===== src/shared/usbp_consts.vh =====
/*
 * Constants of the upstream-port and device-address block: register
 * offsets, field positions, reset values, endpoint FIFO layouts and timing.
 * Assumes it is included by bare name from the design files.
 */
`ifndef USBP_CONSTS_VH
`define USBP_CONSTS_VH

// register indices; byte address on the bus is four times the index
`define USBP_IDX_DEV_ADDR 8'h10
`define USBP_IDX_PORT_SC 8'h1f
`define USBP_ADR_DEV_ADDR 12'h040
`define USBP_ADR_PORT_SC 12'h07c
// data ram window: byte address 0x400 + 4 * ram index
`define USBP_RAM_SEL_BIT 10

`define USBP_RST_DEV_ADDR 8'h00
`define USBP_RST_PORT_SC 8'h00

// port status and control fields
`define USBP_SC_SIZE 7
`define USBP_SC_COUNT 6
`define USBP_SC_DP 5
`define USBP_SC_DM 4
`define USBP_SC_ACT 3
`define USBP_SC_FORCE_HI 2
`define USBP_SC_FORCE_LO 0
// device address fields
`define USBP_DA_EN 7

// line-force codes
`define USBP_FRC_NONE 3'h0
`define USBP_FRC_J 3'h1
`define USBP_FRC_K 3'h2
`define USBP_FRC_SE0 3'h3
`define USBP_FRC_LOW 3'h4
`define USBP_FRC_DPZ 3'h5
`define USBP_FRC_DMZ 3'h6
`define USBP_FRC_ZZ 3'h7

// fifo layout, small fifos
`define USBP_S_EP0 8'hf8
`define USBP_S_EP1 8'hf0
`define USBP_S_EP2 8'he8
`define USBP_S_EP3 8'he0
`define USBP_S_EP4 8'hd8
// fifo layout, large fifos
`define USBP_L_EP0 8'hb8
`define USBP_L_EP1 8'hc0
`define USBP_L_EP2 8'he0
`define USBP_L_EP3 8'ha8
`define USBP_L_EP4 8'hb0
`define USBP_FIFO_SMALL 6'h08
`define USBP_FIFO_LARGE 6'h20

// serial engine owns the data bus this many cycles per byte
`define USBP_SIE_STALL 2'h3

`endif


===== src/design/usbp_port_ctl.v =====
/*
 * Upstream-port control, device addressing and endpoint fifo placement
 * for a full-speed function controller, with the shared data ram.
 * Assumes a classic Wishbone master for firmware, and a serial engine that
 * supplies line drive, activity events, bus reset and received fifo bytes.
 */
// Functional notes
// - force code 000 leaves the upstream transceiver to the serial engine.
// - codes 001, 010, 011 drive J, K and SE0 on the lines.
// - codes 100 to 111 drive low, D+ hiz, D- hiz, both hiz.
// - reset clears every stored bit of port status and control; the two pin bits still follow the pins.
// - any non-idle upstream event sets the sticky activity bit; only engine sets.
// - writing 0 clears activity, writing 1 keeps it.
// - two read-only bits show present D+ and D- pin levels.
// - reset clears device address to zero and disabled.
// - no response at the device address until its enable bit is set.
// - status bit 7 picks fifo sizes, bit 6 picks endpoint count.
// - small layout: 8-byte fifos at f8, f0, e8, and e0, d8 if counted.
// - large layout: ep0 8 at b8, ep1/ep2 32 at c0/e0, ep3/ep4 at a8/b0.
// - fifo space unused by the layout stays plain firmware ram.
// - engine fifo writes own the data bus, stalling the cpu three cycles per byte.
// - endpoint 0 is the bidirectional control endpoint; five endpoints at most.
// - enumeration starts at address 0; firmware answers through the fifos.
// - a usb bus reset clears the device address register.
`include "usbp_consts.vh"
`timescale 1ns/1ps
`default_nettype none
module usbp_port_ctl (
    input wire REF_CLK,
    input wire RESETN,
    input wire WB_CYC_I,
    input wire WB_STB_I,
    input wire WB_WE_I,
    input wire [11:0] WB_ADR_I,
    input wire [3:0] WB_SEL_I,
    input wire [31:0] WB_DAT_I,
    output reg [31:0] WB_DAT_O,
    output reg WB_ACK_O,
    input wire DP_IN,
    input wire DM_IN,
    output reg DP_OUT,
    output reg DP_OE_N,
    output reg DM_OUT,
    output reg DM_OE_N,
    input wire SIE_DP_OUT,
    input wire SIE_DM_OUT,
    input wire SIE_OE_N,
    input wire SIE_BUS_EVENT,
    input wire SIE_BUS_RESET,
    input wire [6:0] TOKEN_ADDR,
    output wire TOKEN_HIT,
    output wire [6:0] DEV_ADDR,
    output wire DEV_ADDR_EN,
    output wire [4:0] EP_ACTIVE,
    input wire SIE_WR_VALID,
    output wire SIE_WR_READY,
    input wire [2:0] SIE_WR_EP,
    input wire [4:0] SIE_WR_IDX,
    input wire [7:0] SIE_WR_DATA,
    output wire SIE_WR_DROP
);
    reg [7:0] dev_addr;
    reg fifo_size;
    reg ep_count;
    reg bus_act;
    reg [2:0] force_code;
    reg [1:0] sie_busy;
    reg ram_pend;
    reg sie_we;
    reg [7:0] sie_addr;
    reg [7:0] sie_data;
    reg [2:0] next_force;
    wire [7:0] ram_q;
    wire wb_req;
    wire is_ram;
    wire sel_da;
    wire sel_sc;
    wire wr_sc;
    wire wr_da;
    wire cpu_ram_en;
    wire sie_take;
    wire sie_ok;
    wire [8:0] sie_base;
    wire [7:0] port_sc;
    wire ram_en;
    wire ram_we;
    wire [7:0] ram_addr;
    wire [7:0] ram_wdata;

    // fifo start address for an endpoint under a layout, with a valid flag on top
    function [8:0] ep_base;
        input size;
        input count;
        input [2:0] ep;
        begin
            ep_base = 9'h000;
            case (ep)
                3'h0: ep_base = {1'b1, size ? `USBP_L_EP0 : `USBP_S_EP0};
                3'h1: ep_base = {1'b1, size ? `USBP_L_EP1 : `USBP_S_EP1};
                3'h2: ep_base = {1'b1, size ? `USBP_L_EP2 : `USBP_S_EP2};
                3'h3: ep_base = {count, size ? `USBP_L_EP3 : `USBP_S_EP3};
                3'h4: ep_base = {count, size ? `USBP_L_EP4 : `USBP_S_EP4};
                default: ep_base = 9'h000;
            endcase
        end
    endfunction

    // fifo length in bytes for an endpoint under a layout
    function [5:0] ep_len;
        input size;
        input [2:0] ep;
        begin
            if (size && (ep == 3'h1 || ep == 3'h2)) begin
                ep_len = `USBP_FIFO_LARGE;
            end else begin
                ep_len = `USBP_FIFO_SMALL;
            end
        end
    endfunction

    assign port_sc = {fifo_size, ep_count, DP_IN, DM_IN, bus_act, force_code};

    assign wb_req = WB_CYC_I && WB_STB_I && !WB_ACK_O;
    assign is_ram = WB_ADR_I[`USBP_RAM_SEL_BIT];
    assign sel_da = !is_ram && (WB_ADR_I == `USBP_ADR_DEV_ADDR);
    assign sel_sc = !is_ram && (WB_ADR_I == `USBP_ADR_PORT_SC);
    assign wr_sc = wb_req && WB_WE_I && WB_SEL_I[0] && sel_sc;
    assign wr_da = wb_req && WB_WE_I && WB_SEL_I[0] && sel_da;

    // cpu ram access waits while the engine owns the bus
    assign cpu_ram_en = wb_req && is_ram && !ram_pend && (sie_busy == 2'h0);
    assign SIE_WR_READY = (sie_busy == 2'h0) && !cpu_ram_en;
    assign sie_take = SIE_WR_VALID && SIE_WR_READY;
    // layout is read live, so a layout write applies at once
    assign sie_base = ep_base(fifo_size, ep_count, SIE_WR_EP);
    assign sie_ok = sie_base[8] && ({1'b0, SIE_WR_IDX} < ep_len(fifo_size, SIE_WR_EP));
    assign SIE_WR_DROP = sie_take && !sie_ok;

    assign ram_en = cpu_ram_en || sie_we;
    assign ram_we = sie_we || (WB_WE_I && WB_SEL_I[0]);
    assign ram_addr = sie_we ? sie_addr : WB_ADR_I[9:2];
    assign ram_wdata = sie_we ? sie_data : WB_DAT_I[7:0];

    usbp_ram u_ram (
        .clk(REF_CLK),
        .en(ram_en),
        .we(ram_we),
        .addr(ram_addr),
        .wdata(ram_wdata),
        .q(ram_q)
    );

    // engine byte: one write cycle, then the bus stays taken to make three
    always @(posedge REF_CLK or negedge RESETN) begin
        if (!RESETN) begin
            sie_busy <= 2'h0;
            sie_we <= 1'b0;
            sie_addr <= 8'h00;
            sie_data <= 8'h00;
        end else begin
            sie_we <= 1'b0;
            if (sie_take && sie_ok) begin
                sie_busy <= `USBP_SIE_STALL;
                sie_we <= 1'b1;
                sie_addr <= sie_base[7:0] + {3'h0, SIE_WR_IDX};
                sie_data <= SIE_WR_DATA;
            end else if (sie_busy != 2'h0) begin
                sie_busy <= sie_busy - 2'h1;
            end
        end
    end

    // bus slave: registers answer one cycle after the request, ram two
    always @(posedge REF_CLK or negedge RESETN) begin
        if (!RESETN) begin
            WB_ACK_O <= 1'b0;
            WB_DAT_O <= 32'h00000000;
            ram_pend <= 1'b0;
        end else begin
            WB_ACK_O <= 1'b0;
            if (ram_pend) begin
                ram_pend <= 1'b0;
                WB_ACK_O <= 1'b1;
                WB_DAT_O <= {24'h000000, ram_q};
            end else if (cpu_ram_en) begin
                ram_pend <= 1'b1;
            end else if (wb_req && !is_ram) begin
                WB_ACK_O <= 1'b1;
                if (sel_da) begin
                    WB_DAT_O <= {24'h000000, dev_addr};
                end else if (sel_sc) begin
                    WB_DAT_O <= {24'h000000, port_sc};
                end else begin
                    WB_DAT_O <= 32'h00000000;
                end
            end
        end
    end

    // port status and control
    always @(posedge REF_CLK or negedge RESETN) begin
        if (!RESETN) begin
            fifo_size <= 1'b0;
            ep_count <= 1'b0;
            bus_act <= 1'b0;
            force_code <= 3'h0;
        end else begin
            if (wr_sc) begin
                fifo_size <= WB_DAT_I[`USBP_SC_SIZE];
                ep_count <= WB_DAT_I[`USBP_SC_COUNT];
                force_code <= WB_DAT_I[`USBP_SC_FORCE_HI:`USBP_SC_FORCE_LO];
            end
            // an event in the clearing cycle wins over the clear
            if (SIE_BUS_EVENT) begin
                bus_act <= 1'b1;
            end else if (wr_sc && !WB_DAT_I[`USBP_SC_ACT]) begin
                bus_act <= 1'b0;
            end
        end
    end

    // device address; a usb bus reset clears it as chip reset does
    always @(posedge REF_CLK or negedge RESETN) begin
        if (!RESETN) begin
            dev_addr <= `USBP_RST_DEV_ADDR;
        end else if (SIE_BUS_RESET) begin
            dev_addr <= `USBP_RST_DEV_ADDR;
        end else if (wr_da) begin
            dev_addr <= WB_DAT_I[7:0];
        end
    end

    assign DEV_ADDR = dev_addr[6:0];
    assign DEV_ADDR_EN = dev_addr[`USBP_DA_EN];
    // before enabling, only default address 0 is answered
    assign TOKEN_HIT = DEV_ADDR_EN ? (TOKEN_ADDR == DEV_ADDR) : (TOKEN_ADDR == 7'h00);
    assign EP_ACTIVE = {ep_count, ep_count, 3'h7};

    always @* begin
        next_force = force_code;
    end

    // line drive, registered; oe_n low means the pin is driven
    always @(posedge REF_CLK or negedge RESETN) begin
        if (!RESETN) begin
            DP_OUT <= 1'b0;
            DM_OUT <= 1'b0;
            DP_OE_N <= 1'b1;
            DM_OE_N <= 1'b1;
        end else begin
            case (next_force)
                `USBP_FRC_NONE: begin
                    DP_OUT <= SIE_DP_OUT;
                    DM_OUT <= SIE_DM_OUT;
                    DP_OE_N <= SIE_OE_N;
                    DM_OE_N <= SIE_OE_N;
                end
                `USBP_FRC_J: begin
                    DP_OUT <= 1'b1;
                    DM_OUT <= 1'b0;
                    DP_OE_N <= 1'b0;
                    DM_OE_N <= 1'b0;
                end
                `USBP_FRC_K: begin
                    DP_OUT <= 1'b0;
                    DM_OUT <= 1'b1;
                    DP_OE_N <= 1'b0;
                    DM_OE_N <= 1'b0;
                end
                `USBP_FRC_SE0, `USBP_FRC_LOW: begin
                    DP_OUT <= 1'b0;
                    DM_OUT <= 1'b0;
                    DP_OE_N <= 1'b0;
                    DM_OE_N <= 1'b0;
                end
                `USBP_FRC_DPZ: begin
                    DP_OUT <= 1'b0;
                    DM_OUT <= 1'b0;
                    DP_OE_N <= 1'b1;
                    DM_OE_N <= 1'b0;
                end
                `USBP_FRC_DMZ: begin
                    DP_OUT <= 1'b0;
                    DM_OUT <= 1'b0;
                    DP_OE_N <= 1'b0;
                    DM_OE_N <= 1'b1;
                end
                default: begin
                    DP_OUT <= 1'b0;
                    DM_OUT <= 1'b0;
                    DP_OE_N <= 1'b1;
                    DM_OE_N <= 1'b1;
                end
            endcase
        end
    end
endmodule
`default_nettype wire


===== src/design/usbp_ram.v =====
/*
 * 256 x 8 data ram, single port, read data from a register.
 * Assumes one requester per cycle; the arbiter outside guarantees it.
 */
`timescale 1ns/1ps
`default_nettype none
module usbp_ram (
    input wire clk,
    input wire en,
    input wire we,
    input wire [7:0] addr,
    input wire [7:0] wdata,
    output reg [7:0] q
);
    reg [7:0] mem [0:255];

    always @(posedge clk) begin
        if (en) begin
            if (we) begin
                mem[addr] <= wdata;
            end
            q <= mem[addr];
        end
    end
endmodule
`default_nettype wire


===== config.mk =====
export PLATFORM = sky130hd
export DESIGN_NAME = usbp_port_ctl
export DESIGN_NICKNAME = d
export VERILOG_FILES = /design/src/design/usbp_port_ctl.v /design/src/design/usbp_ram.v
export VERILOG_INCLUDE_DIRS = /design/src /design/src/shared
export SDC_FILE = /design/constraint.sdc
export NUM_CORES = 2
export LEC_CHECK = 0
export BUFFER_PORTS_ARGS = -buffer_cell sky130_fd_sc_hd__buf_2
export CORE_ASPECT_RATIO = 0.8
export CORE_MARGIN = 8
export CORE_UTILIZATION = 55
export DETAILED_ROUTE_END_ITERATION = 10
export HOLD_SLACK_MARGIN = 0.06
export PLACE_DENSITY_LB_ADDON = 0.12
export SKIP_CTS_REPAIR_TIMING = 1
export SYNTH_ARGS = -nofsm -noshare
export SYNTH_HDL_FRONTEND = slang
export SYNTH_SLANG_ARGS = --single-unit

===== constraint.sdc =====
create_clock -name REF_CLK -period 4.8 [get_ports REF_CLK]
set_input_delay 1.2 -clock REF_CLK [delete_from_list [all_inputs] [get_ports REF_CLK]]
set_output_delay 1.2 -clock REF_CLK [all_outputs]
set_load 0.02 [all_outputs]

==> results.yml <==
logic_synthesis:
  ys_types: 54
  synth_compound_area_share_pct: 3.93
  post-synth-top-count-cell: "sky130_fd_sc_hd__edfxtp_1"
  syn_area_mm2: 0.0815
  adder_cell_share_of_the_synthesized_area_pct: 0.0829
  ys_ff_latch: 2103
  synth-seq-area-share_pct: 77.2
  synthesis.area_per_instance_um2: 20.9
  synthFlopType: "sky130_fd_sc_hd__edfxtp_1"
  synth_edf_count: 2056
  synth_commonest_cells: "sky130_fd_sc_hd__edfxtp_1, sky130_fd_sc_hd__mux4_2, sky130_fd_sc_hd__nor2_1"
  synth_area_leader_cell: "sky130_fd_sc_hd__edfxtp_1"
  synthCells: 3906
  muxShareOfSynthArea_pct: 14.5
  synth-async-reset-ratio_pct: 2.23
  netlist.area_leader.share_pct: 75.8
  combinational_family_with_the_most_area_after_synthesis: "multiplexers"
  synth-xor-area-share_pct: 0.118
  synth_warnings: 0
  synth_simple_gate_area_share_pct: 2.56
  top_cells_by_area_in_the_synthesized_netlist: "sky130_fd_sc_hd__edfxtp_1, sky130_fd_sc_hd__mux4_2, sky130_fd_sc_hd__a22oi_1"
sta:
  final.period_utilization_pct: 85.3
  final_max_slew_viol_count: 0
  slew-limit-headroom_pct: 20.1
  achievable-frequency_mhz: 244
  count_of_endpoints_failing_hold_in_the_final_timing_report: 0
  totalNegativeSetupSlack_ns: 0
  setup-violations-final: 0
  worstMarginPinSlew_ns: 1.20
  final.min_clock_period_ns: 4.10
  skew_final_ns: 0.0214
  setup_repair_after_global_routing_missed_its_margin: "no"
setup_path:
  critical_path_capture_point_type: "register"
  critical_path.cell_chain: "mux2_8 -> buf_12 -> buf_12 -> mux4_2 -> a22oi_1 -> and4_1 -> nand4_1 -> nand2_1 -> nand4_1"
  path_max_fanout: 36
  critical_path.n_buffers_inverters: 2
  worst_ep_required_time_ns: 5.30
  ff2ff_setup_slack_ns: 0.70
  path_delay_family: "multiplexers"
  cp-start-kind: "register"
  worst-endpoint-arrival_ns: 4.59
  timing.setup.critical_path_class: "register to register"
  critical-path-slowest-cell: "sky130_fd_sc_hd__dfrtp_2"
  maximum_cell_stage_delay_along_the_critical_path_ns: 0.71
die:
  die_height_um: 360
  initial_utilization_pct: 55.3
  floorplan.die_area_mm2: 0.161
  core_area_mm2: 0.147
  floorplan.rows: 126
  floorplan.io_pins: 137
  die_w_um: 446
power:
  worst_ir_drop_vdd_uv: 366
  powerDensity_mw_per_mm2: 410
  cellLeakagePower_uw: 0.0299
final_layout:
  flow.area_growth_from_synthesis_pct: 14.0
  multiInputGateArea_mm2: 0.0176
  layout.nets: 4413
  fillerInstances: 10100
  layout.core_utilization_pct: 63.1
  register_area_mm2: 0.0629
  fraction_of_final_layout_cells_with_drive_strength_greater_than_1_pct: 26.6
global_route:
  grt_first_pass_wirelength_um: 285000
  grt_max_degree: 149
  globalRoute.totalOverflow: 0
  gr-usage-all-layers_pct: 24.2
  grt_antenna_before_repair: 14
  via_count_of_the_first_global_routing_pass: 40400
hold_path:
  min_path_type: "input pin to async pin"
drt:
  wl_per_cell_um: 30.4
  final_routed_drc_violation_total: 0
  finalWirelength_um: 197000
  first_iter_violations: 4902
  vias: 40600
  ant_nets: 0
  drt_first_pass_iters: 5
  viasPerCell: 6.27
clock_network:
  clock_tree.root_cell: "sky130_fd_sc_hd__clkbuf_16"
  cts.reportedPaths.clkPinSlew_ns: 0.06
  h-tree-depth: 4
  clk-insertion-delay-late_ns: 0.82
  cts-root-to-sink-buffers: 3
  clock_tree_from_tritoncts: "yes"
  cts_inserted_buffers: 196
  clock-sinks: 2103
placed_design:
  routabilityCongestion: 0.881
  dpl.hpwl_um: 123000
  port_buffers: 82
run:
  maxCapViolCount: 0
run_status:
  status: "finished, final reports clean"
## where the power goes
| part | total, uW | internal (uW) | switching [uW] |
|---|---|---|---|
| logic | 2390 | 875 | 1520 |
| registers | 20400 | 20300 | 86.9 |
| clock network | 15200 | 8690 | 6550 |
| total | 38100 | 29900 | 8150 |
## routing by layer
metal / GRT usage, % / wire length (um) / up-vias / part of all wire, %
li1: - / - / 17200 / -
met1: 36.6 / 84700 / 21400 / 43
met2: 36.3 / 90300 / 1708 / 46
met3: 5.09 / 17000 / 274 / 8.6
met4: 6.82 / 4810 / 4 / 2.4
met5: 0 / 27 / - / 0.014
## layout make-up
type                    count  share of cell area [%]
inverters                  11                  0.0445
well taps                1984                    2.67
repair buffers            444                    3.89
flip-flops and latches   2103                    67.7
diodes                      4                  0.0108
multi-input cells        1569                    18.9
clock inverters           117                    1.15
clock buffers             238                    5.57
## registers in the layout, indices dropped and copies added (netlist names)
signal / cells
dev_addr: 8
u_ram.mem: 2048
DP_OE_N: 1
DM_OUT: 1
fifo_size: 1
WB_ACK_O: 1
bus_act: 1
sie_busy: 2
sie_we: 1
WB_DAT_O: 8
u_ram.q: 8
DM_OE_N: 1
DP_OUT: 1
sie_data: 8
ram_pend: 1
sie_addr: 8
ep_count: 1
force_code: 3
## stage by stage
step	instance area, um2	instances	power (uW)	hold slack [ns]	worst slack, ns
3_3_place_gp	86600	6111	23200	0.461	0.216
3_5_place_dp	86600	6111	23200	0.465	0.191
2_1_floorplan	81600	3931	22300	0.475	1.08
6_report	92900	6470	38100	0.463	0.705
4_1_cts	92900	6466	38300	0.410	0.739
5_1_grt	92900	6469	39100	0.478	0.525
## worst paths after layout
kind	from	end	cells past startpoint
worst min-delay path	RESETN	DP_OUT$_DFF_PN0_	1
min in group REF_CLK	WB_DAT_O[2]$_DFFE_PN0P_	WB_DAT_O[2]$_DFFE_PN0P_	2
max in group asynchronous	RESETN	sie_we$_DFF_PN0_	2
worst min register to register	WB_DAT_O[2]$_DFFE_PN0P_	WB_DAT_O[2]$_DFFE_PN0P_	2
worst max-delay path	sie_we$_DFF_PN0_	u_ram.q[0]$_DFFE_PP_	9
worst max register to register	sie_we$_DFF_PN0_	u_ram.q[0]$_DFFE_PP_	9
## cells in the final DEF, fill, tap and decap left out, types with 35 or more instances in the layout
cell type	n
sky130_fd_sc_hd__clkinv_1	54
sky130_fd_sc_hd__edfxtp_1	2056
sky130_fd_sc_hd__buf_2	82
sky130_fd_sc_hd__clkbuf_16	201
sky130_fd_sc_hd__a221oi_1	80
sky130_fd_sc_hd__nor2_1	287
sky130_fd_sc_hd__dfrtp_1	44
sky130_fd_sc_hd__nand2_1	73
sky130_fd_sc_hd__a21oi_1	35
sky130_fd_sc_hd__mux2i_1	172
sky130_fd_sc_hd__a22oi_1	232
sky130_fd_sc_hd__nand4_1	43
sky130_fd_sc_hd__buf_12	39
sky130_fd_sc_hd__buf_4	323
sky130_fd_sc_hd__clkbuf_1	37
sky130_fd_sc_hd__mux4_2	432
## worst reg2reg max path, stage by stage (launching register included)
cell	delay (ns)
sky130_fd_sc_hd__dfrtp_2	0.71
sky130_fd_sc_hd__mux2_8	0.53
sky130_fd_sc_hd__buf_12	0.37
sky130_fd_sc_hd__buf_12	0.28
sky130_fd_sc_hd__mux4_2	0.51
sky130_fd_sc_hd__a22oi_1	0.36
sky130_fd_sc_hd__and4_1	0.55
sky130_fd_sc_hd__nand4_1	0.17
sky130_fd_sc_hd__nand2_1	0.10
sky130_fd_sc_hd__nand4_1	0.20
## kinds of logic (layout without fill, tap and decap cells)
kind of cell | count (synthesis) | after routing
compound gates | 423 | 423
xor+xnor | 11 | 11
other cells | 2 | 31
mux | 635 | 635
flops | 2103 | 2103
buf+inv | 259 | 810
simple gates | 468 | 468
fa+ha+maj | 5 | 5
Note: power is estimated with default switching activity, not from simulation.
